**src/verilog/emc_consts.vh**
```
`ifndef EMC_CONSTS_VH
`define EMC_CONSTS_VH
// register indices, byte address is four times the index
`define EMC_EXP_IDX       8'h31
`define EMC_WAIT_IDX      8'h32
`define EMC_STAT_IDX      8'h33
// expansion_control fields
`define EMC_EXP_ABUS_HI   7
`define EMC_EXP_ABUS_LO   5
`define EMC_EXP_RD_BIT    3
`define EMC_EXP_WR_BIT    2
`define EMC_EXP_RST_LOW   8'hEC
`define EMC_EXP_RST_HIGH  8'h00
// wait_state_control fields
`define EMC_WT_MODE_HI    7
`define EMC_WT_MODE_LO    6
`define EMC_WT_CLK_HI     3
`define EMC_WT_CLK_LO     2
`define EMC_WT_ROM_BIT    0
`define EMC_WT_RST_LOW    8'h4D
`define EMC_WT_RST_HIGH   8'h01
// wait modes and bus clock modes
`define EMC_WAIT_FIXED    2'h1
`define EMC_WAIT_EXT      2'h2
`define EMC_CLK_IN_WAIT   2'h2
`define EMC_CLK_ALWAYS    2'h3
// address map
`define EMC_SFR_END       16'h003F
`define EMC_RAM_BASE      16'h0040
`define EMC_RAM_END       16'h023F
`define EMC_ROM_BASE      16'hC000
`define EMC_VEC_BASE      16'hFFC0
// read value of a blocked or unbacked access
`define EMC_BLOCK_DATA    8'h00
`endif

```
**src/verilog/emc_ctrl.v**
```verilog
// Implementation choice: register access over APB.
`timescale 1ns/1ns
`include "emc_consts.vh"

module emc_ctrl #(
  parameter AW = 16,
  parameter DW = 8
) (
  // clock and reset
  input  wire          pclk,
  input  wire          presetn,
  // apb slave
  input  wire          psel,
  input  wire          penable,
  input  wire          pwrite,
  input  wire [11:0]   paddr,
  input  wire [31:0]   pwdata,
  output wire [31:0]   prdata,
  output wire          pready,
  output wire          pslverr,
  // strap, sampled once after reset release
  input  wire          boot_source_pin,
  // core memory request
  input  wire          cpu_req,
  input  wire          cpu_wr,
  input  wire          cpu_code_ext,
  input  wire [AW-1:0] cpu_addr,
  input  wire [DW-1:0] cpu_wdata,
  output reg           cpu_ack,
  output reg  [DW-1:0] cpu_rdata,
  output reg           cpu_ext,
  output reg           cpu_blocked,
  output reg  [2:0]    cpu_region,
  // general port logic that owns the pins when the bus does not
  input  wire [7:0]    gp_p0_o,
  input  wire [7:0]    gp_p0_oe,
  input  wire [7:0]    gp_p1_o,
  input  wire [7:0]    gp_p1_oe,
  input  wire [7:0]    gp_p3_o,
  input  wire [7:0]    gp_p3_oe,
  // pins: port0 is muxed_addr_data, port3 is upper_addr
  input  wire [7:0]    p0_i,
  output reg  [7:0]    p0_o,
  output reg  [7:0]    p0_oe,
  input  wire [7:0]    p1_i,
  output reg  [7:0]    p1_o,
  output reg  [7:0]    p1_oe,
  output reg  [7:0]    p3_o,
  output reg  [7:0]    p3_oe,
  // pin functions handed to other blocks
  output wire          ext_irq_zero,
  output wire          port1_bit1_is_wait
);

  // one-hot bus cycle states
  localparam [5:0] S_IDLE = 6'h01;
  localparam [5:0] S_ALE  = 6'h02;
  localparam [5:0] S_ADR  = 6'h04;
  localparam [5:0] S_STB  = 6'h08;
  localparam [5:0] S_WT   = 6'h10;
  localparam [5:0] S_END  = 6'h20;

  reg  [7:0]    exp_r;
  reg  [7:0]    wt_r;
  reg           exp_done_r;
  reg           wt_done_r;
  reg           strap_taken_r;
  reg           rom_less_r;
  reg  [5:0]    st_r;
  reg  [5:0]    st_nxt;
  reg  [AW-1:0] addr_r;
  reg  [DW-1:0] wdata_r;
  reg           wr_r;
  reg           bclk_r;

  wire [2:0] abus_en  = exp_r[`EMC_EXP_ABUS_HI:`EMC_EXP_ABUS_LO];
  wire       rd_en    = exp_r[`EMC_EXP_RD_BIT];
  wire       wr_en    = exp_r[`EMC_EXP_WR_BIT];
  wire [1:0] wt_mode  = wt_r[`EMC_WT_MODE_HI:`EMC_WT_MODE_LO];
  wire [1:0] clk_mode = wt_r[`EMC_WT_CLK_HI:`EMC_WT_CLK_LO];
  wire       rom_ok   = wt_r[`EMC_WT_ROM_BIT];
  wire       bus_on   = rd_en | wr_en;

  // apb decode; byte address is four times the register index
  wire       apb_wr   = psel & penable & pwrite;
  wire [7:0] idx      = paddr[9:2];
  wire       hit_exp  = (paddr[11:10] == 2'h0) && (idx == `EMC_EXP_IDX) && (paddr[1:0] == 2'h0);
  wire       hit_wt   = (paddr[11:10] == 2'h0) && (idx == `EMC_WAIT_IDX) && (paddr[1:0] == 2'h0);
  wire       hit_stat = (paddr[11:10] == 2'h0) && (idx == `EMC_STAT_IDX) && (paddr[1:0] == 2'h0);
  wire       unmapped = ~(hit_exp | hit_wt | hit_stat);

  assign pready  = 1'b1;
  assign pslverr = psel & penable & unmapped;

  // control registers; reset constant, then strap value loaded on the first edge after release
  always @(posedge pclk or negedge presetn)
  begin
    if (!presetn)
    begin
      exp_r         <= `EMC_EXP_RST_HIGH;
      wt_r          <= `EMC_WT_RST_HIGH;
      exp_done_r    <= 1'b0;
      wt_done_r     <= 1'b0;
      strap_taken_r <= 1'b0;
      rom_less_r    <= 1'b0;
    end
    else if (!strap_taken_r)
    begin
      strap_taken_r <= 1'b1;
      rom_less_r    <= ~boot_source_pin;
      exp_r <= boot_source_pin ? `EMC_EXP_RST_HIGH : `EMC_EXP_RST_LOW;
      wt_r  <= boot_source_pin ? `EMC_WT_RST_HIGH : `EMC_WT_RST_LOW;
    end
    else
    begin
      if (apb_wr && hit_exp && !exp_done_r)
      begin
        // later writes are dropped so the bus setup cannot be disturbed
        exp_r      <= {pwdata[7:5], 1'b0, pwdata[3:2], 2'h0};
        exp_done_r <= 1'b1;
      end
      if (apb_wr && hit_wt)
      begin
        // bus clock mode stays rewritable
        wt_r[`EMC_WT_CLK_HI:`EMC_WT_CLK_LO] <= pwdata[3:2];
        if (!wt_done_r)
        begin
          wt_r[`EMC_WT_MODE_HI:`EMC_WT_MODE_LO] <= pwdata[7:6];
          wt_r[`EMC_WT_ROM_BIT]                 <= pwdata[0];
          wt_done_r                             <= 1'b1;
        end
      end
    end
  end

  // expansion control is write-only, wait control reads back only its clock mode; status word shows block state
  reg [31:0] rd_word;
  always @*
  begin
    rd_word = 32'h0;
    if (hit_wt)
      rd_word = {28'h0, clk_mode, 2'h0};
    else if (hit_stat)
    begin
      rd_word[7]   = rom_less_r;
      rd_word[6]   = bus_on;
      rd_word[5]   = wt_done_r;
      rd_word[4]   = exp_done_r;
      rd_word[3]   = st_r[0];
      rd_word[2:1] = wt_mode;
      rd_word[0]   = rom_ok;
    end
  end
  assign prdata = rd_word;

  // address decode of the core request
  wire is_sfr = (cpu_addr <= `EMC_SFR_END);
  wire is_ram = (cpu_addr >= `EMC_RAM_BASE) && (cpu_addr <= `EMC_RAM_END);
  wire is_rom = (cpu_addr >= `EMC_ROM_BASE) && !rom_less_r;
  wire is_vec = (cpu_addr >= `EMC_VEC_BASE);
  wire go_ext = !(is_sfr | is_ram | is_rom);
  // protected reads return a fixed value; vectors always pass
  wire blocked = is_rom && !cpu_wr && cpu_code_ext && !rom_ok && !is_vec;

  // extended wait only listens to the pin in mode 10
  wire wait_ext  = (wt_mode == `EMC_WAIT_EXT);
  wire any_wait  = (wt_mode == `EMC_WAIT_FIXED) || wait_ext;
  wire wait_hold = wait_ext && !p1_i[1];

  // the request is still up in the cycle after an ack; taking it then would run it twice
  wire take     = st_r[0] && cpu_req && !cpu_ack;
  wire take_ext = take && go_ext && bus_on;

  // bus cycle sequencer
  always @*
  begin
    st_nxt = S_IDLE;
    case (st_r)
      S_IDLE :
        if (take_ext)
          st_nxt = S_ALE;
        else
          st_nxt = S_IDLE;
      S_ALE :
        st_nxt = S_ADR;
      S_ADR :
        st_nxt = S_STB;
      S_STB :
        if (any_wait)
          st_nxt = S_WT;
        else
          st_nxt = S_END;
      S_WT :
        if (wait_hold)
          st_nxt = S_WT;
        else
          st_nxt = S_END;
      S_END :
        st_nxt = S_IDLE;
      default :
        st_nxt = S_IDLE;
    endcase
  end

  always @(posedge pclk or negedge presetn)
  begin
    if (!presetn)
    begin
      st_r        <= S_IDLE;
      addr_r      <= {AW{1'b0}};
      wdata_r     <= {DW{1'b0}};
      wr_r        <= 1'b0;
      cpu_ack     <= 1'b0;
      cpu_rdata   <= {DW{1'b0}};
      cpu_ext     <= 1'b0;
      cpu_blocked <= 1'b0;
      cpu_region  <= 3'h0;
    end
    else
    begin
      st_r        <= st_nxt;
      cpu_ack     <= 1'b0;
      cpu_blocked <= 1'b0;
      if (take)
      begin
        cpu_ext    <= go_ext;
        cpu_region <= {is_rom, is_ram, is_sfr};
        if (go_ext && bus_on)
        begin
          // hold request for the whole external cycle
          addr_r  <= cpu_addr;
          wdata_r <= cpu_wdata;
          wr_r    <= cpu_wr;
        end
        else
        begin
          // internal or unbacked access answers next cycle
          cpu_ack     <= 1'b1;
          cpu_blocked <= blocked;
          cpu_rdata   <= `EMC_BLOCK_DATA;
        end
      end
      if (st_r == S_END)
      begin
        cpu_ack   <= 1'b1;
        cpu_rdata <= wr_r ? `EMC_BLOCK_DATA : p0_i;
      end
    end
  end

  // bus clock: high, toggling only in waits, or toggling always
  // mode 10 is silent outside waits, so a memory that needs a free clock must use mode 11
  always @(posedge pclk or negedge presetn)
  begin
    if (!presetn)
      bclk_r <= 1'b1;
    else if (clk_mode == `EMC_CLK_ALWAYS)
      bclk_r <= ~bclk_r;
    else if (clk_mode == `EMC_CLK_IN_WAIT && st_r == S_WT)
      bclk_r <= ~bclk_r;
    else
      bclk_r <= 1'b1;
  end

  // pin mux, registered so pins follow the sequencer by one clock
  reg [7:0] p0_o_nxt;
  reg [7:0] p0_oe_nxt;
  reg [7:0] p1_o_nxt;
  reg [7:0] p1_oe_nxt;
  wire [7:0] p3_o_nxt;
  wire [7:0] p3_oe_nxt;
  wire       drive_adr = (st_r == S_ALE) || (st_r == S_ADR);
  wire       drive_dat = wr_r && ((st_r == S_STB) || (st_r == S_WT) || (st_r == S_END));
  wire       strobe    = (st_r == S_STB) || (st_r == S_WT);

  always @*
  begin
    p0_o_nxt  = gp_p0_o;
    p0_oe_nxt = gp_p0_oe;
    p1_o_nxt  = gp_p1_o;
    p1_oe_nxt = gp_p1_oe;
    if (bus_on)
    begin
      // low address, then data, then released for reads
      p0_o_nxt  = drive_adr ? addr_r[7:0] : wdata_r;
      p0_oe_nxt = (drive_adr || drive_dat) ? 8'hFF : 8'h00;
      p1_o_nxt[7]  = (st_r == S_ALE);
      p1_oe_nxt[7] = 1'b1;
      p1_o_nxt[0]  = bclk_r;
      p1_oe_nxt[0] = 1'b1;
    end
    if (rd_en)
    begin
      p1_o_nxt[6]  = ~(strobe && !wr_r);
      p1_oe_nxt[6] = 1'b1;
    end
    if (wr_en)
    begin
      p1_o_nxt[5]  = ~(strobe && wr_r);
      p1_oe_nxt[5] = 1'b1;
    end
    if (wait_ext)
    begin
      p1_o_nxt[1]  = 1'b0;
      p1_oe_nxt[1] = 1'b0;
    end
  end

  // upper address pins: a nonzero field n drives A8 up to A8+n
  genvar k;
  generate
    for (k = 0; k < 8; k = k + 1)
    begin : g_upper
      wire on = (abus_en != 3'h0) && (k <= abus_en);
      assign p3_o_nxt[k]  = on ? addr_r[8+k] : gp_p3_o[k];
      assign p3_oe_nxt[k] = on ? 1'b1 : gp_p3_oe[k];
    end
  endgenerate

  always @(posedge pclk or negedge presetn)
  begin
    if (!presetn)
    begin
      p0_o  <= 8'h00;
      p0_oe <= 8'h00;
      p1_o  <= 8'h00;
      p1_oe <= 8'h00;
      p3_o  <= 8'h00;
      p3_oe <= 8'h00;
    end
    else
    begin
      p0_o  <= p0_o_nxt;
      p0_oe <= p0_oe_nxt;
      p1_o  <= p1_o_nxt;
      p1_oe <= p1_oe_nxt;
      p3_o  <= p3_o_nxt;
      p3_oe <= p3_oe_nxt;
    end
  end

  // interrupt 0 input is cut off while the pin carries the bus clock
  assign ext_irq_zero       = p1_i[0] & ~bus_on;
  assign port1_bit1_is_wait = wait_ext;

endmodule // emc_ctrl
```
**config.mk**
```make
export PLATFORM = sky130hd
export DESIGN_NAME = emc_ctrl
export DESIGN_NICKNAME = d
export VERILOG_FILES = /design/src/verilog/emc_ctrl.v
export VERILOG_INCLUDE_DIRS = /design/src /design/src/verilog
export SDC_FILE = /design/constraint.sdc
export NUM_CORES = 1
export LEC_CHECK = 0
export BUFFER_PORTS_ARGS = -buffer_cell sky130_fd_sc_hd__buf_2
export CAP_MARGIN = 10
export CORE_ASPECT_RATIO = 1.25
export CORE_MARGIN = 2
export CORE_UTILIZATION = 32
export CTS_BUF_LIST = sky130_fd_sc_hd__clkbuf_8
export DETAILED_ROUTE_END_ITERATION = 7
export PLACE_DENSITY = 0.67
export SETUP_SLACK_MARGIN = 0.15
export SYNTH_ARGS = -nofsm -noshare
export SYNTH_HDL_FRONTEND = slang
export SYNTH_SLANG_ARGS = --single-unit
```
**constraint.sdc**
```tcl
create_clock -name pclk -period 1.7 [get_ports pclk]
set_input_delay 0 -clock pclk [delete_from_list [all_inputs] [get_ports pclk]]
set_output_delay 0 -clock pclk [all_outputs]
set_load 0.01 [all_outputs]
```
==> results of run 1 <==
worst max-delay path: stages, from the launching register on:
cell	delay, ns
dfrtp_1	0.39
or4_4	0.59
buf_6	0.15
or3b_4	0.38
inv_2	0.08
o2bb2ai_2	0.10
area by class of cell:
| class | instances | area [um^2] | share of cell area (%) |
|---|---|---|---|
| sequential | 108 | 2706 | 36.74 |
| timing repair buffer | 318 | 2258 | 30.66 |
| multi-input combinational | 244 | 1941 | 26.35 |
| tap | 175 | 219.0 | 2.973 |
| clock buffer | 10 | 137.6 | 1.869 |
| clock inverter | 6 | 81.33 | 1.104 |
| inverter | 6 | 22.52 | 0.3058 |
flip-flops by register name, indices dropped and copies added, names as in the netlist:
| register | flops |
|---|---|
| addr_r | 16 |
| cpu_rdata | 8 |
| p0_o | 8 |
| p0_oe | 8 |
| p1_o | 8 |
| p1_oe | 8 |
| p3_o | 8 |
| p3_oe | 8 |
| wdata_r | 8 |
| st_r | 6 |
| exp_r | 5 |
| wt_r | 5 |
| cpu_region | 3 |
| bclk_r | 1 |
| cpu_ack | 1 |
| cpu_blocked | 1 |
| cpu_ext | 1 |
| exp_done_r | 1 |
| rom_less_r | 1 |
| strap_taken_r | 1 |
| wr_r | 1 |
| wt_done_r | 1 |
synthesized netlist by cell type (all sizes together) (8+ instances only):
cell | count | share of area (%)
a21oi | 18 | 2.0
o21ai | 14 | 1.5
buf | 28 | 4.8
clkbuf | 9 | 0.74
nor2 | 14 | 1.1
a22o | 8 | 1.5
nand2b | 9 | 1.2
mux2 | 35 | 8.6
mux2i | 19 | 4.2
dfrtp | 105 | 57
nor4 | 8 | 1.7
nand2 | 26 | 2.1
power groups by stage:
stage	Clock (mW)	Sequential, mW	Combinational (mW)
floorplan	0	3.61	0.884
detailed placement	0	3.53	1.72
CTS	1.80	3.49	2.06
finish	1.74	3.49	2.20
global placement	0	3.50	1.66
global route	1.92	3.57	2.39
cells by family after synthesis:
family	after synthesis	share of synthesized area [%]
flip-flops	108	59.15
adder cells (fa/ha/maj)	1	0.2734
AO/OA/AOI/OAI	53	7.521
multiplexers	54	12.77
XOR/XNOR	2	0.3829
other	2	0.1641
AND/OR/NAND/NOR	107	13.75
buffers and inverters	43	5.988
per-layer routing:
layer,vias to the layer above,global-route usage (%),routed length [um]
met4,0,5.903,292
met2,153,31.32,7237
met3,18,3.916,717
met1,1971,20.81,5613
li1,1889,-,-
met5,-,0,0
through the flow:
step                      total power [mW]  utilization (%)
after floorplan                      4.491                -
after global placement               5.159            42.34
after detailed placement             5.253            42.34
after CTS                            7.343            51.44
after global routing                 7.878            53.09
final                                7.436            53.09
path summary, 6_finish.rpt:
path,end,depth (start not counted),start
max,st_r[5]$_DFF_PN0_,5,st_r[2]$_DFF_PN0_
min,cpu_region[0]$_DFFE_PN0P_,4,cpu_addr[8]
max reg2reg,st_r[5]$_DFF_PN0_,5,st_r[2]$_DFF_PN0_
min reg2reg,bclk_r$_DFF_PN1_,1,wt_r[3]$_DFFE_PN0P_
max in group asynchronous,p1_o[7]$_DFF_PN0_,3,presetn
min in group asynchronous,addr_r[10]$_DFFE_PN0P_,2,presetn
placed cells by master (no fill, tap or decap), drive strengths merged, types with 3 or more instances in the layout:
cell type / instances
or3: 4
nand4b: 3
dfstp: 3
and2: 6
clkbuf: 11
a22o: 8
nor2b: 5
or4: 5
nand2: 26
or2: 6
nor3b: 3
nand3: 3
conb: 26
dfrtp: 105
nor3: 4
inv: 9
a21oi: 18
nand2b: 9
o21ai: 14
mux2i: 19
mux2: 35
dlygate4sd3: 92
nor4: 8
nor2: 14
buf: 225
repair_timing:
item / in CTS / in global routing
endpoints found under the setup margin: 72 / 74
hold buffers: 92 / 0
gates cloned: 0 / 3
buffers inserted: 4 / 5
pin swaps: 4 / 17
endpoints found under the hold margin: 130 / 0
resized for setup: 24 / 34
==> results_dict.tcl, run 1 <==
set metrics [dict create \
    place_congestion 0.7635 \
    skew_ns 0.01325 \
    drt_iter0_drc 171 \
    endpoint_kind "flip-flop" \
    p_int_mw 5.257 \
    max_freq_ghz 0.5714 \
    slew_violations 0 \
    syn_area_per_cell_um2 12.37 \
    r2r_slack_ns -0.05 \
    critical_path_class "flip-flop to flip-flop" \
    ys_seq_area_share_pct 59.15 \
    setup_violations 27 \
    fp.dieW_um 111.0 \
    final_cell_area_mm2 0.007366 \
    ys_ff_latch 108 \
    tns_ns -0.5493 \
    maxSlewHeadroom_pct 66.01 \
    place_ws_ns -0.2064 \
    dr_total_vias 4031 \
    peakVddDrop_mv 0.6475 \
    p_sw_share_pct 29.30 \
    seq_power_share_pct 47.0 \
    hold_viol 0 \
    grt_first_pass_wirelength_mm 20.95 \
    dpl_cell_area_mm2 0.005874 \
    final_antenna_net_count 0 \
    grt_pass1_vias 4247 \
    instances_no_fill 867 \
    io_pins 239 \
    wl_per_cell_um 15.99 \
    setup_ws_ns -0.04996 \
    cts_buffers 9 \
    whs_ns 0.02316 \
    cts.sinks 108 \
    grt_max_degree 51 \
    min_period_over_period_pct 102.9 \
    totalWireLength_mm 13.86 \
    syn_inst 370 \
    critPathArrivalTime_ns 2.05 \
    p_clk_share_pct 23.4 \
    drv_cap 0 \
    initial_core_util_pct 32.98 \
    startpoint_type "flip-flop" \
    rsz0062_at_grt "true" \
    die_area_mm2 0.01528 \
    htree_levels 3 \
    drt-vias-per-instance 4.649 \
    hp-class "input pin to flip-flop" \
    core_area_mm2 0.01387 \
    synth_area_mm2 0.004576 \
    drc_errors 0 \
    diodes 0 \
    nets 829 \
    power_density_mw_per_mm2 1010 \
    cts_tree "done" \
    grt-ovfl-total 0 \
    p_leak_nw 3.622 \
    nFillCells 1226 \
    antenna_found_initial 0 \
    synthFlopType "dfrtp_1" \
    dp_hpwl_mm 9.279 \
    die_h_um 137.7 \
    ys_types 50 \
    clk_path_buf_depth 2 \
    combinationalPowerShare_pct 29.6 \
    violations "negative setup slack" \
    status "finished with violations" \
    root_buffer "clkbuf_8" \
    clkTransAtPathRegs_ns 0.10 \
    cp_max_fo 3 \
    min_period_ns 1.750 \
    synth_warnings 0 \
    placed_cells 747 \
    drive_above_1_share_pct 45.23 \
    rows 48 \
    ys_async_sr_fraction_pct 100.0 \
    portBuffers 181 \
    synth_edf_count 0 \
    worst_pin_slew_ns 0.5099 \
    p_switching_mw 2.179 \
    crit_required_ns 2.00 \
    clk_latency_ns 0.37 \
    grtUsageTotal_pct 17.45 \
    syn_to_final_growth_pct 60.98 \
    dr.pass1.iters 4 \
]
(Power assumes the default switching activity.)
==> run 2, diff against run 1 <==
--- a/config.mk
+++ b/config.mk
@@ -9,12 +9,12 @@
 export BUFFER_PORTS_ARGS = -buffer_cell sky130_fd_sc_hd__buf_2
 export CAP_MARGIN = 10
 export CORE_ASPECT_RATIO = 1.25
-export CORE_MARGIN = 2
 export CORE_UTILIZATION = 32
 export CTS_BUF_LIST = sky130_fd_sc_hd__clkbuf_8
+export CTS_CLUSTER_SIZE = 40
 export DETAILED_ROUTE_END_ITERATION = 7
 export PLACE_DENSITY = 0.67
-export SETUP_SLACK_MARGIN = 0.15
+export SETUP_SLACK_MARGIN = 0.5
 export SYNTH_ARGS = -nofsm -noshare
 export SYNTH_HDL_FRONTEND = slang
 export SYNTH_SLANG_ARGS = --single-unit
==> results_dict.tcl, run 2 (synthesis results as in run 1) <==
set metrics [dict create \
    critical_path_class "flip-flop to flip-flop" \
    use_met3_pct 4.089 \
    grt.met2_usage_pct 33.23 \
    worst_pin_slew_ns 0.5366 \
    grt-busiest-layer "met2" \
    portBuffers 181 \
    tns_ns -0.2751 \
    cts.sinks 108 \
    cts_buffers 9 \
    final_cell_mix "171 x buf_2, 100 x dfrtp_1, 90 x dlygate4sd3_1, 39 x buf_4, 26 x conb_1" \
    dr.pass1.iters 4 \
    setup_ws_ns -0.06450 \
    cp_max_fo 3 \
    endpoint_kind "flip-flop" \
    grt_pass1_vias 4317 \
    power_density_mw_per_mm2 990.5 \
    die_h_um 135.7 \
    slew_violations 0 \
    place_congestion 0.7777 \
    dp_hpwl_mm 8.748 \
    htree_levels 3 \
    skew_ns 0.01099 \
    min_period_ns 1.764 \
    dr_total_vias 4181 \
    largest_reg_flops 16 \
    antenna_found_initial 1 \
    met1_usage_pct 22.93 \
    grt_first_pass_wirelength_mm 21.40 \
    final_antenna_net_count 0 \
    status "finished with violations" \
    drc_errors 0 \
    min_period_over_period_pct 103.8 \
    wl_per_cell_um 15.97 \
    p_total_mw 7.720 \
    crit_required_ns 2.01 \
    rows 48 \
    clkTransAtPathRegs_ns 0.11 \
    critPathArrivalTime_ns 2.07 \
    cts_tree "done" \
    maxSlewHeadroom_pct 64.23 \
    grt-ovfl-total 0 \
    fp.dieW_um 109.0 \
    dpl_cell_area_mm2 0.005962 \
    nets 845 \
    hp-class "input pin to flip-flop" \
    final-seq-area_mm2 0.002713 \
    drive_above_1_share_pct 51.41 \
    final_cell_area_mm2 0.007794 \
    clk_latency_ns 0.38 \
    hold_viol 0 \
    drv_cap 0 \
    nFillCells 1119 \
    peakVddDrop_mv 0.6546 \
    syn_to_final_growth_pct 70.33 \
    core_area_mm2 0.01387 \
    violations "negative setup slack" \
    p_leak_nw 3.816 \
    initial_core_util_pct 32.98 \
    final_common_cell "buf_2" \
    drt_iter0_drc 150 \
    setup_violations 16 \
    die_area_mm2 0.01478 \
    totalWireLength_mm 14.12 \
    max_freq_ghz 0.5667 \
    multi_input_comb_area_mm2 0.002117 \
    regMostFlops "addr_r" \
    grtUsageTotal_pct 19.19 \
    grt_max_degree 61 \
    drt-vias-per-instance 4.730 \
    io_pins 239 \
    root_buffer "clkbuf_8" \
    clk_path_buf_depth 2 \
    rsz0062_at_grt "true" \
    startpoint_type "flip-flop" \
]
run 2: report_power, final:
part,internal (mW),total [mW],switching [mW]
sequential,3.18,3.51,0.328
combinational,1.44,2.51,1.06
clock,0.816,1.70,0.887
run 2: metrics by stage:
stage	std cells	hold slack [ns]	utilization [%]	setup slack, ns
after global placement	744	-0.1331	42.97	-0.1563
after floorplan	394	-0.2956	-	-0.03088
after global routing	884	0.05291	56.18	-0.09921
final	884	0.04087	56.18	-0.06450
after detailed placement	744	-0.1283	42.97	-0.1929
after CTS	874	0.01405	54.17	-0.06631
run 2: path summary, 6_finish.rpt:
check                                       endpoint  slack, ns                      start  cells past startpoint
hold reg to reg            cpu_region[1]$_DFFE_PN0P_       0.49  cpu_region[1]$_DFFE_PN0P_                      2
setup reg to reg                   st_r[5]$_DFF_PN0_      -0.06          st_r[2]$_DFF_PN0_                      5
hold / removal             cpu_region[0]$_DFFE_PN0P_       0.04               cpu_addr[11]                      5
setup / recovery                   st_r[5]$_DFF_PN0_      -0.06          st_r[2]$_DFF_PN0_                      5
min in group asynchronous  cpu_region[1]$_DFFE_PN0P_       0.15                    presetn                      3
max in group asynchronous         p3_oe[1]$_DFF_PN0_       0.98                    presetn                      3
run 2: what timing repair did:
item	in CTS	in global routing
setup buffers	20	9
pin swaps	32	21
endpoints found under the setup margin	85	102
gates cloned	3	0
hold buffers	91	0
endpoints found under the hold margin	202	0
gates resized for setup	59	45
run 2: layout make-up:
type                            instances  area share [%]
Antenna cell                            1         0.03211
Multi-Input combinational cell        244           27.16
Clock buffer                            9           1.589
Clock inverter                          7           1.092
Timing Repair Buffer                  334           32.22
Tap cell                              175           2.809
Inverter                                6          0.2890
Sequential cell                       108           34.80
run 2: worst max-delay path, stage by stage, from the launching register on:
cell and delay (ns):
dfrtp_1 0.40, or4_4 0.59, buf_6 0.15, or3b_4 0.38, inv_2 0.08, o2bb2ai_2 0.10
run 2: metal layers:
layer | vias up | routed length (um)
li1 | 1920 | -
met1 | 2063 | 5688
met2 | 167 | 7197
met3 | 31 | 835
met4 | 0 | 398
met5 | - | 0
==> run 3, diff against run 2 <==
--- a/config.mk
+++ b/config.mk
@@ -9,6 +9,7 @@
 export BUFFER_PORTS_ARGS = -buffer_cell sky130_fd_sc_hd__buf_2
 export CAP_MARGIN = 10
 export CORE_ASPECT_RATIO = 1.25
+export CORE_MARGIN = 2
 export CORE_UTILIZATION = 32
 export CTS_BUF_LIST = sky130_fd_sc_hd__clkbuf_8
 export CTS_CLUSTER_SIZE = 40
==> results_dict.tcl, run 3 (synthesis results as in run 1) <==
set metrics [dict create \
    status "finished with violations" \
    violations "negative setup slack" \
    p_clk_share_pct 26.0 \
    cts.sinks 108 \
    portBuffers 181 \
    antenna_found_initial 0 \
    cts_tree "done" \
    path_buf_inv 1 \
    combinationalPowerShare_pct 30.8 \
    final_util_pct 56.29 \
    grt_max_degree 50 \
    final_antenna_net_count 0 \
    dr.pass1.iters 4 \
    grt_first_pass_wirelength_mm 21.84 \
    cts_buffers 9 \
    max_freq_ghz 0.5640 \
    regMostFlops "addr_r" \
    final_cell_mix "172 x buf_2, 100 x dfrtp_1, 90 x dlygate4sd3_1, 44 x buf_4, 26 x conb_1" \
    crit_path_max_incr_delay_ns 0.59 \
    fp.dieW_um 111.0 \
    skew_ns 0.01311 \
    dp_hpwl_mm 9.126 \
    seq_power_share_pct 43.2 \
    wl_per_cell_um 16.29 \
    setup_violations 34 \
    multi_input_comb_area_mm2 0.002151 \
    diodes 0 \
    largest_reg_flops 16 \
    grt_pass1_vias 4324 \
    drt_iter0_drc 125 \
    crit_path_cell_trace "or4_4, o21ai_2, o31ai_2, buf_4, a22o_1" \
    routed-wl-met2_mm 7.513 \
    instances_no_fill 880 \
    nFillCells 1158 \
    dr_wl_met3_um 698 \
    die_h_um 137.7 \
    drt-vias-per-instance 4.635 \
    min_period_ns 1.773 \
    final-seq-area_mm2 0.002713 \
    crit_required_ns 1.96 \
    critPathTopFamily "simple AND/OR/NAND/NOR gates" \
    nets 842 \
    slew_violations 0 \
    clk_path_buf_depth 2 \
    syn_to_final_growth_pct 70.66 \
    p_leak_nw 3.810 \
    cp_slowest_cell "or4_4" \
    clk_latency_ns 0.38 \
    setup_ws_ns -0.07311 \
    hp-class "input pin to flip-flop" \
    core_area_mm2 0.01387 \
    p_switching_mw 2.303 \
    clkTransAtPathRegs_ns 0.11 \
    rsz0062_at_grt "true" \
    root_buffer "clkbuf_8" \
    htree_levels 3 \
    final_common_cell "buf_2" \
    p_sw_share_pct 28.35 \
    cp_max_fo 5 \
    grt-ovfl-total 0 \
    dr_total_vias 4079 \
    drive_above_1_share_pct 52.06 \
    m1WireLength_mm 5.916 \
    totalWireLength_mm 14.34 \
    die_area_mm2 0.01528 \
    placed_cells 748 \
    critPathArrivalTime_ns 2.03 \
    endpoint_kind "flip-flop" \
    grtUsageTotal_pct 18.22 \
    p_int_mw 5.821 \
    dpl_cell_area_mm2 0.005992 \
    tns_ns -0.9557 \
    initial_core_util_pct 32.98 \
    peakVddDrop_mv 0.5897 \
    drv_cap 0 \
    dr.max_layer_used "met4" \
    power_density_mw_per_mm2 1040 \
    startpoint_type "flip-flop" \
    critical_path_class "flip-flop to flip-flop" \
    rows 48 \
    whs_ns 0.001552 \
    min_period_over_period_pct 104.3 \
    place_congestion 0.7976 \
    final_cell_area_mm2 0.007809 \
    hold_viol 0 \
    drc_errors 0 \
    io_pins 239 \
]
run 3: cell types whose count changed in the layout (fill, tap and decap cells not counted), moves of 2 or more:
cell | previous run | this run
buf_6 | 25 | 17
buf_4 | 39 | 44
buf_8 | 1 | 4
a21oi_1 | 15 | 13
a21oi_2 | 3 | 5
buf_12 | 6 | 4
bufinv_16 | 2 | 4
clkbuf_8 | 9 | 11
clkinv_2 | 2 | 0
o21ai_0 | 3 | 1
o21ai_2 | 2 | 4
run 3: power groups by stage:
stage	sequential [mW]	combinational (mW)	clock, mW
after global placement	3.51	1.74	0
after CTS	3.48	2.22	2.16
after detailed placement	3.53	1.81	0
after floorplan	3.62	0.929	0
final	3.51	2.50	2.11
after global routing	3.57	2.68	2.28
run 3: through the flow:
step | setup slack (ns) | power (mW)
5_1_grt | -0.1418 | 8.530
2_1_floorplan | -0.03088 | 4.547
6_report | -0.07311 | 8.124
4_1_cts | -0.05732 | 7.862
3_3_place_gp | -0.1631 | 5.250
3_5_place_dp | -0.2033 | 5.337
run 3: cell type report:
class	count	area share, %
Tap cell	175	2.804
Clock inverter	5	1.650
Timing Repair Buffer	331	31.04
Inverter	6	0.2884
Sequential cell	108	34.74
Multi-Input combinational cell	244	27.54
Clock buffer	11	1.939
run 3: per-layer routing:
layer / GRT usage [%] / vias up
met5: 0 / -
met4: 5.139 / 0
met3: 3.388 / 15
met2: 33.50 / 141
met1: 21.93 / 2007
li1: - / 1916
run 3: worst reg2reg max path: cells and delay by family, from the launching register on:
kind | cells | cell delay, ns
DFF | 1 | 0.41
AOI/OAI and AO/OA | 3 | 0.50
buffers and inverters | 1 | 0.17
and+or+nand+nor | 1 | 0.59
run 3: repair_timing:
| action | 4_1_cts | 5_1_grt |
|---|---|---|
| endpoints found under the hold margin | 201 | 0 |
| gates cloned | 1 | 1 |
| pin swaps | 19 | 13 |
| endpoints found under the setup margin | 86 | 90 |
| gates resized for setup | 60 | 47 |
| hold buffers | 90 | 0 |
| setup buffers | 15 | 9 |
run 3: worst paths after layout:
check	from	to	slack (ns)	depth (start not counted)
setup reg to reg	st_r[2]$_DFF_PN0_	cpu_rdata[4]$_DFFE_PN0P_	-0.07	5
min in group asynchronous	presetn	p3_o[6]$_DFF_PN0_	0.03	2
setup / recovery	st_r[2]$_DFF_PN0_	cpu_rdata[4]$_DFFE_PN0P_	-0.07	5
max in group asynchronous	presetn	bclk_r$_DFF_PN1_	1.09	3
hold / removal	cpu_addr[7]	cpu_region[0]$_DFFE_PN0P_	0.002	4
hold reg to reg	wt_r[3]$_DFFE_PN0P_	bclk_r$_DFF_PN1_	0.49	1
